<file path="src/include/dlp_pkg.sv">
// Package for the line drawing parameter register set
// Function
// Start X is first pixel X
// Start X begins first polygon edge
// Start X is transfer upper-left X
// Start X reads live engine position
// Second start X seeds, reads edge two
// Destination Y field, twelve bits, per command
// Same register as fourteen-bit axial step
// Second Y: edge-two end or step
// Destination X field, twelve bits, per command
// Same register as fourteen-bit diagonal step
// Second X: edge-two end or step
// Error term seeds line, first edge
// Software computes error term with offset
// Second error term for edge two
// Pixel count sets length or width
// Count field holds pixels minus one
// Registers undefined until software writes
// Reserved bits written zero, read any
// Access only when enable bit set
// Parameters sampled at command start
package dlp_pkg;
  localparam logic [15:0] DLP_OFF_START_X = 16'h86e8;
  localparam logic [15:0] DLP_OFF_START_X2 = 16'h86ea;
  localparam logic [15:0] DLP_OFF_DEST_Y = 16'h8ae8;
  localparam logic [15:0] DLP_OFF_Y2 = 16'h8aea;
  localparam logic [15:0] DLP_OFF_DEST_X = 16'h8ee8;
  localparam logic [15:0] DLP_OFF_X2 = 16'h8eea;
  localparam logic [15:0] DLP_OFF_ERR = 16'h92e8;
  localparam logic [15:0] DLP_OFF_ERR2 = 16'h92ea;
  localparam logic [15:0] DLP_OFF_PCNT = 16'h96e8;
  localparam int DLP_NREG = 9;
  localparam logic [15:0] DLP_COORD_MASK = 16'h0fff;
  localparam logic [15:0] DLP_STEP_MASK = 16'h3fff;
  localparam logic [15:0] DLP_RESET_VAL = 16'h0000;
  localparam int DLP_ENABLE_BIT = 0;

  typedef enum {DLP_IDLE, DLP_RUN} dlp_state_t;

  typedef struct packed {
    logic [15:0] start_x;
    logic [15:0] start_x2;
    logic [15:0] dest_y;
    logic [15:0] y2;
    logic [15:0] dest_x;
    logic [15:0] x2;
    logic [15:0] err;
    logic [15:0] err2;
    logic [15:0] pcnt;
  } dlp_params_t;

  typedef struct packed {
    logic wr;
    logic rd;
    logic [15:0] addr;
    logic [15:0] wdata;
  } dlp_bus_t;
endpackage

</file>
<file path="src/core/dlp_regs.sv">
// Parameter register bank of the drawing engine
`timescale 1ns/1ps
`default_nettype none
module dlp_regs
  import dlp_pkg::*;
(
  input wire logic clock_i,
  input wire logic rstn_i,
  input wire logic ce_i,
  input wire logic [7:0] sys_config_i,
  input wire dlp_bus_t bus_i,
  output logic [15:0] rdata_o,
  output logic rvalid_o,
  input wire logic cmd_start_i,
  input wire logic cmd_done_i,
  input wire logic pos_upd_i,
  input wire logic [11:0] pos_x_i,
  input wire logic [11:0] pos_x2_i,
  output dlp_params_t params_o,
  output logic busy_o
);

  ////////////////////////////////////////////////////////////////////////////
  // Offset table, one entry per register
  localparam logic [15:0] OFFS [DLP_NREG] = '{DLP_OFF_START_X, DLP_OFF_START_X2, DLP_OFF_DEST_Y,
    DLP_OFF_Y2, DLP_OFF_DEST_X, DLP_OFF_X2, DLP_OFF_ERR, DLP_OFF_ERR2, DLP_OFF_PCNT};
  // Start X, second start X and pixel count keep 12 bits; Y, X and error registers keep 14
  localparam logic [15:0] MASKS [DLP_NREG] = '{DLP_COORD_MASK, DLP_COORD_MASK, DLP_STEP_MASK,
    DLP_STEP_MASK, DLP_STEP_MASK, DLP_STEP_MASK, DLP_STEP_MASK, DLP_STEP_MASK, DLP_COORD_MASK};

  logic [15:0] regs [DLP_NREG];
  logic [15:0] next_regs [DLP_NREG];
  logic [DLP_NREG-1:0] hit;
  logic access_en;
  dlp_state_t state, next_state;
  dlp_params_t params, next_params;
  logic [15:0] rdata, next_rdata;
  logic rvalid, next_rvalid;
  logic busy, next_busy;

  assign access_en = sys_config_i[DLP_ENABLE_BIT];

  genvar g;
  generate
    for (g = 0; g < DLP_NREG; g++) begin : g_dec
      assign hit[g] = (bus_i.addr == OFFS[g]);
    end
  endgenerate

  ////////////////////////////////////////////////////////////////////////////
  // Register storage and live position tracking
  always_comb begin
    for (int i = 0; i < DLP_NREG; i++) begin
      next_regs[i] = regs[i];
      if (access_en && bus_i.wr && hit[i]) begin
        next_regs[i] = bus_i.wdata & MASKS[i];
      end
    end
    // Engine position overrides host value so reads follow drawing
    if (state == DLP_RUN && pos_upd_i) begin
      next_regs[0] = {4'h0, pos_x_i};
      next_regs[1] = {4'h0, pos_x2_i};
    end
  end

  always_ff @(posedge clock_i) begin
    if (!rstn_i) begin
      for (int i = 0; i < DLP_NREG; i++) begin
        regs[i] <= DLP_RESET_VAL;
      end
    end else if (ce_i) begin
      for (int i = 0; i < DLP_NREG; i++) begin
        regs[i] <= next_regs[i];
      end
    end
  end

  ////////////////////////////////////////////////////////////////////////////
  // Command snapshot; engine uses the copy, so later writes wait
  always_comb begin
    next_state = state;
    next_params = params;
    unique case (state)
      DLP_IDLE: begin
        if (cmd_start_i) begin
          next_state = DLP_RUN;
          next_params.start_x = regs[0];
          next_params.start_x2 = regs[1];
          next_params.dest_y = regs[2];
          next_params.y2 = regs[3];
          next_params.dest_x = regs[4];
          next_params.x2 = regs[5];
          next_params.err = regs[6];
          next_params.err2 = regs[7];
          next_params.pcnt = regs[8];
        end
      end
      DLP_RUN: begin
        if (cmd_done_i) begin
          next_state = DLP_IDLE;
        end
      end
    endcase
    next_busy = (next_state == DLP_RUN);
  end

  always_ff @(posedge clock_i) begin
    if (!rstn_i) begin
      state <= DLP_IDLE;
      params <= '0;
      busy <= 1'b0;
    end else if (ce_i) begin
      state <= next_state;
      params <= next_params;
      busy <= next_busy;
    end
  end

  ////////////////////////////////////////////////////////////////////////////
  // Read port, one cycle latency; unmapped or disabled reads give zero
  always_comb begin
    next_rdata = '0;
    next_rvalid = bus_i.rd;
    for (int i = 0; i < DLP_NREG; i++) begin
      if (access_en && bus_i.rd && hit[i]) begin
        next_rdata = regs[i];
      end
    end
  end

  always_ff @(posedge clock_i) begin
    if (!rstn_i) begin
      rdata <= '0;
      rvalid <= 1'b0;
    end else if (ce_i) begin
      rdata <= next_rdata;
      rvalid <= next_rvalid;
    end
  end

  assign rdata_o = rdata;
  assign rvalid_o = rvalid;
  assign params_o = params;
  assign busy_o = busy;

endmodule
`default_nettype wire

</file>
<file path="config.mk">
export PLATFORM = sky130hd
export DESIGN_NAME = dlp_regs
export DESIGN_NICKNAME = d
export VERILOG_FILES = /design/src/include/dlp_pkg.sv /design/src/core/dlp_regs.sv
export SDC_FILE = /design/constraint.sdc
export NUM_CORES = 1
export LEC_CHECK = 0
export ABC_AREA = 0
export BUFFER_PORTS_ARGS = -buffer_cell sky130_fd_sc_hd__buf_2
export CAP_MARGIN = 20
export CORE_MARGIN = 2
export CORE_UTILIZATION = 57
export CTS_BUF_LIST = sky130_fd_sc_hd__clkbuf_2
export DETAILED_ROUTE_END_ITERATION = 10
export GPL_ROUTABILITY_DRIVEN = 0
export PLACE_DENSITY = 0.82
export SLEW_MARGIN = 0
export SYNTH_ARGS = -nofsm -noshare
export SYNTH_HDL_FRONTEND = slang
export SYNTH_SLANG_ARGS = --single-unit
</file>
<file path="constraint.sdc">
create_clock -name clock_i -period 3.8 [get_ports clock_i]
set_clock_uncertainty 0.2 [all_clocks]
set_input_delay 0.38 -clock clock_i [delete_from_list [all_inputs] [get_ports clock_i]]
set_output_delay 0.38 -clock clock_i [all_outputs]
set_load 0.05 [all_outputs]
</file>
* Yosys cells after proc, flatten, opt, wreduce, memory -nomap -nowiden
Memories as Yosys holds them, arrays and structs flattened.
Index checks and enable logic that the tools add are counted.
W data, S select, Z words.
** Word-level totals
- Register bits after elaboration :: 194
- Memory bits (writable) :: 144
- Input port bits :: 72
- Output and inout port bits :: 162
- Word-level logic and storage cells :: 93
- Memories :: 1
** Memories
- regs :: words 9, width 16, rd ports 9, clocked after memory_dff 0, wr ports 9, line dlp_regs.sv:31 : logic [15:0] regs [DLP_NREG];
** Cells by class
- Eq/ne operators :: 12
- Muxes and demuxes :: 35
- Bitwise operators :: 9
- Reductions and logical operators :: 23
** Operators by type and width (number)
- $mux W16 :: 27
- $eq A16 B16 Y1 const B :: 9
- $mux W32 :: 3
- $eq A32 B2 Y1 const B :: 2
- $pmux W32 S2 :: 1
- $eq A32 B1 Y1 const B :: 1
- $logic_not A32 Y1 :: 1
- $logic_and A1 B1 Y1 :: 21
- $or A1 B1 Y1 :: 9
- $mux W1 :: 4
- $reduce_and A3 Y1 :: 1

* Logic depth before layout (Yosys ltp)
- Depth after elaboration :: 11
- Depth in mapped cells :: 8
- Mapped depth without buffers :: 5

* Worst setup path after synthesis
No wires, ideal clock.
- Kind :: input port to flip-flop
- Start :: in bus_i[20] (netlist name)
- End :: mem regs[0][0] (enable)
- Library setup time :: 0.425 ns
- Arrival time :: 2.772 ns
- Required time :: 3.175 ns
- Setup slack :: 0.403 ns
- Stages on the path :: 5
- Buffers on the path :: 1
- Path through :: and4b_1 clkbuf_1 and4_1 nand4_1 o311ai_0
** RTL lines
- start, declared :: line dlp_regs.sv:11 : input wire dlp_bus_t bus_i,
- end, declared :: line dlp_regs.sv:31

==> run summary <==
The analysis attributes to cell leakage a power of 5.667 nW. The worst setup path is captured at a register. After detailed placement, the total cell area comes to 12620 µm². The cell area after layout is 13920 µm², and the die extent in x is 145.9 µm. The run gives 0 as the total of warnings raised by yosys.

Number of cells in the design after placement: 1536. The number of flops mapped to enable cells by yosys works out to 120. 234 I/O pins were placed. The most common cell in the synthesized netlist is sky130_fd_sc_hd__nand2_1.

The maximum fanout along the worst path was 26. After detailed routing, the average wire length per cell comes to 20.11 µm. The number of violations reported at the end of detailed-routing iteration 0 is 1218. The filler-free cell count of the finished design is 1730, and the peak ir drop on the vdd network is 296.3 µV. The final number of max-transition violations was 0; the sequential fraction of the synthesis area was 60.70%. Count of final hold-check violations: 0. The tools report the post-cts resize count as 0.

The floorplan step set the die height to 145.9 µm. The die covers 21290 µm². Fraction of registers with async set or reset after synthesis: 0%. For this run, the detailed router's first-pass iteration total came to 6. The initial utilization of the core area, before any placement, comes to 58.59%. The share of Yosys cell area claimed by the top area cell type is 31.40%.

The synthesized instance count came out at 1121. The smallest clock period supported by the final layout is computed as 3169 ps. The tools report the number of global-route vias before repair as 9471. The worst pin sits at a relative slew slack of 35.93%. Ranked by instance count, the synthesized netlist is headed by sky130_fd_sc_hd__nand2_1, sky130_fd_sc_hd__dfxtp_1, sky130_fd_sc_hd__a21oi_1.

For the number of clock sinks, the log shows 288. For this run, design rule violations remaining after detail routing come to 0. STA puts the critical path data required time at 4170 ps. The run finished with clean final reports. The mapped netlist covers 11480 µm². Setup slack closes at 630.7 ps.

The clock transition at the registers of the reported paths came out at 110 ps. The area growth from synthesis to layout is 21.29%. The via count came out at 9978. The root buffer cell chosen for the clock tree is sky130_fd_sc_hd__clkbuf_2. Level count of the clock H-tree: 3.

TritonCTS built the clock tree. After legalization and detailed placement, the total HPWL measured 22650 µm. Static timing analysis puts the maximum clock frequency at 0.3155 GHz. Among all flip-flop cells after synthesis, the most frequent one is sky130_fd_sc_hd__dfxtp_1. The total congestion overflow after global routing was 0.

The total of buffers placed on input and output ports came out at 198. Dividing the final minimum period by the clock period gives 83.40%. By area the synthesized netlist is led by sky130_fd_sc_hd__edfxtp_1, sky130_fd_sc_hd__dfxtp_1, sky130_fd_sc_hd__nand2_1, sky130_fd_sc_hd__a21oi_1, sky130_fd_sc_hd__mux2i_1.

Setup repair after global routing left no endpoint under its margin. For the final routed database, the setup TNS stands at 0 ps. Entering global routing, the biggest net connects 121 pins. The tools report the global-route total usage across every layer as 31.86%. For the pin with the worst max-slew slack, the measured transition is 961.0 ps. At the worst endpoint, the arrival time is 3540 ps. The run gives 52200 µm as the global-route wire length before repair. The tightest min-delay check is of the input port to register type. The biggest area consumer among synthesized cells is sky130_fd_sc_hd__edfxtp_1.

The run gives 70 as the number of buffers added by the clock tree synthesis step. By startpoint and endpoint, the worst setup path is classified as register to register. Setup violations remaining at the end of the flow were counted as 0. The flip-flop and latch count after synthesis works out to 288. In the final layout, the share of cells above drive strength 1 is 25.20%.

The tool flagged a number of max-cap violations equal to 0. The detail route stage leaves a number of antenna-violating nets equal to 0. Using the TritonRoute via totals, the vias-per-cell ratio works out to 5.768.

Timing analysis after detailed placement gives a worst setup slack of 712.0 ps. The tools report the critical path launch point type as a register. After floorplanning, the core was divided into 51 placement rows.

The number of nets at the end of the flow was 1480; the power density over the cells was 459.8 nW/µm². For this block, the routed nets add up to 34790 µm of wire. The tools report the core outline area as 19590 µm². The initial antenna violation count is 1, and the synthesized area per cell is 10.24 µm². The tools report the number of distinct standard cells referenced by the synthesized netlist as 64. The maximum buffer depth of the clock tree was 3; the latest clock arrival within the worst-skew pair was 850 ps.
[final timing paths]
kind | start | to | slack [ps] | depth (start not counted)
max | state[19] | regs[0][23] | 630 | 7
min | bus_i[3] | regs[0][83] | 20 | 2
max reg2reg | state[19] | regs[0][23] | 630 | 7
min reg2reg | params_o[56] | params_o[56] | 250 | 2
[sequential cells by signal, summed over array words and instances (netlist names)]
register and cells:
rdata_o 14, state 32, rvalid_o 1, params_o 120, busy_o 1, regs 120
[worst max-delay path, cell delays in order, from the launching register on]
cell and delay (ps):
sky130_fd_sc_hd__dfxtp_1 330, sky130_fd_sc_hd__nor4_1 320, sky130_fd_sc_hd__nand4_1 290, sky130_fd_sc_hd__nor4_2 310
sky130_fd_sc_hd__buf_4 450, sky130_fd_sc_hd__mux2i_1 350, sky130_fd_sc_hd__dlygate4sd3_1 610, sky130_fd_sc_hd__nor2_1 40
[final cells by class]
cell class,instances,area [µm²]
sequential,288,6967
clock buffer,109,545.5
tap,265,331.6
timing repair buffer,293,1879
antenna,1,2.502
inverter,13,50.05
multi-input combinational,742,4045
fill,1456,5669
clock inverter,19,100.1
[cell usage in the layout, fill, tap and decap left out, types with 5 or more instances in the layout]
| cell type | count |
|---|---|
| sky130_fd_sc_hd__dlygate4sd3_1 | 65 |
| sky130_fd_sc_hd__edfxtp_1 | 120 |
| sky130_fd_sc_hd__clkinv_1 | 13 |
| sky130_fd_sc_hd__clkbuf_2 | 109 |
| sky130_fd_sc_hd__o21ai_0 | 21 |
| sky130_fd_sc_hd__and2_1 | 31 |
| sky130_fd_sc_hd__and3_1 | 17 |
| sky130_fd_sc_hd__nor2_1 | 41 |
| sky130_fd_sc_hd__nand4_1 | 6 |
| sky130_fd_sc_hd__mux2i_1 | 44 |
| sky130_fd_sc_hd__conb_1 | 26 |
| sky130_fd_sc_hd__nand2b_1 | 6 |
| sky130_fd_sc_hd__mux2_2 | 6 |
| sky130_fd_sc_hd__o21ai_1 | 8 |
| sky130_fd_sc_hd__dfxtp_1 | 168 |
| sky130_fd_sc_hd__nand2_1 | 250 |
| sky130_fd_sc_hd__nor4_1 | 16 |
| sky130_fd_sc_hd__a221oi_1 | 10 |
| sky130_fd_sc_hd__inv_1 | 11 |
| sky130_fd_sc_hd__o31a_1 | 6 |
| sky130_fd_sc_hd__a211oi_2 | 5 |
| sky130_fd_sc_hd__buf_2 | 198 |
| sky130_fd_sc_hd__o31ai_1 | 6 |
| sky130_fd_sc_hd__a32o_1 | 5 |
| sky130_fd_sc_hd__buf_4 | 29 |
| sky130_fd_sc_hd__nor3_1 | 42 |
| sky130_fd_sc_hd__nand3_1 | 11 |
| sky130_fd_sc_hd__a21oi_1 | 128 |
[per-stage QoR]
stage               hold slack, ps  utilization (%)  total power [mW]
global placement             239.3            64.39             4.330
finish                       18.18            71.06             6.401
detailed placement           243.1            64.43             4.344
CTS                          1.334            71.05             6.393
global route                0.6097            71.06             6.655
floorplan                    230.2                -             4.107
[repair_timing]
item / 4_1_cts / 5_1_grt
setup buffers: 0 / 0
hold buffers: 65 / 0
endpoints found under the hold margin: 81 / 0
[report_power, final]
part           switching (mW)  internal [mW]  total (mW)  leakage (nW)
combinational           0.623          0.237       0.860          2.62
clock                    1.21          0.828        2.04         0.511
sequential              0.112           3.39        3.50          2.53
total                    1.95           4.45        6.40          5.67
[logic make-up after synthesis]
logic type,Yosys count,synth area share [%]
and+or+nand+nor,446,17.84
other,1,0.03267
DFF,288,60.70
muxes,52,4.818
AOI/OAI and AO/OA,218,11.53
buffers and inverters,116,5.080
[layer usage]
| layer | routed length [µm] | vias to the layer above | global-route usage [%] |
|---|---|---|---|
| li1 | - | 4513 | - |
| met4 | 1540 | 0 | 15.93 |
| met5 | 0 | - | 0 |
| met2 | 16270 | 740 | 50.26 |
| met1 | 12580 | 4624 | 41.30 |
| met3 | 4402 | 101 | 7.743 |
No activity file was read; power rests on OpenSTA's default activity.
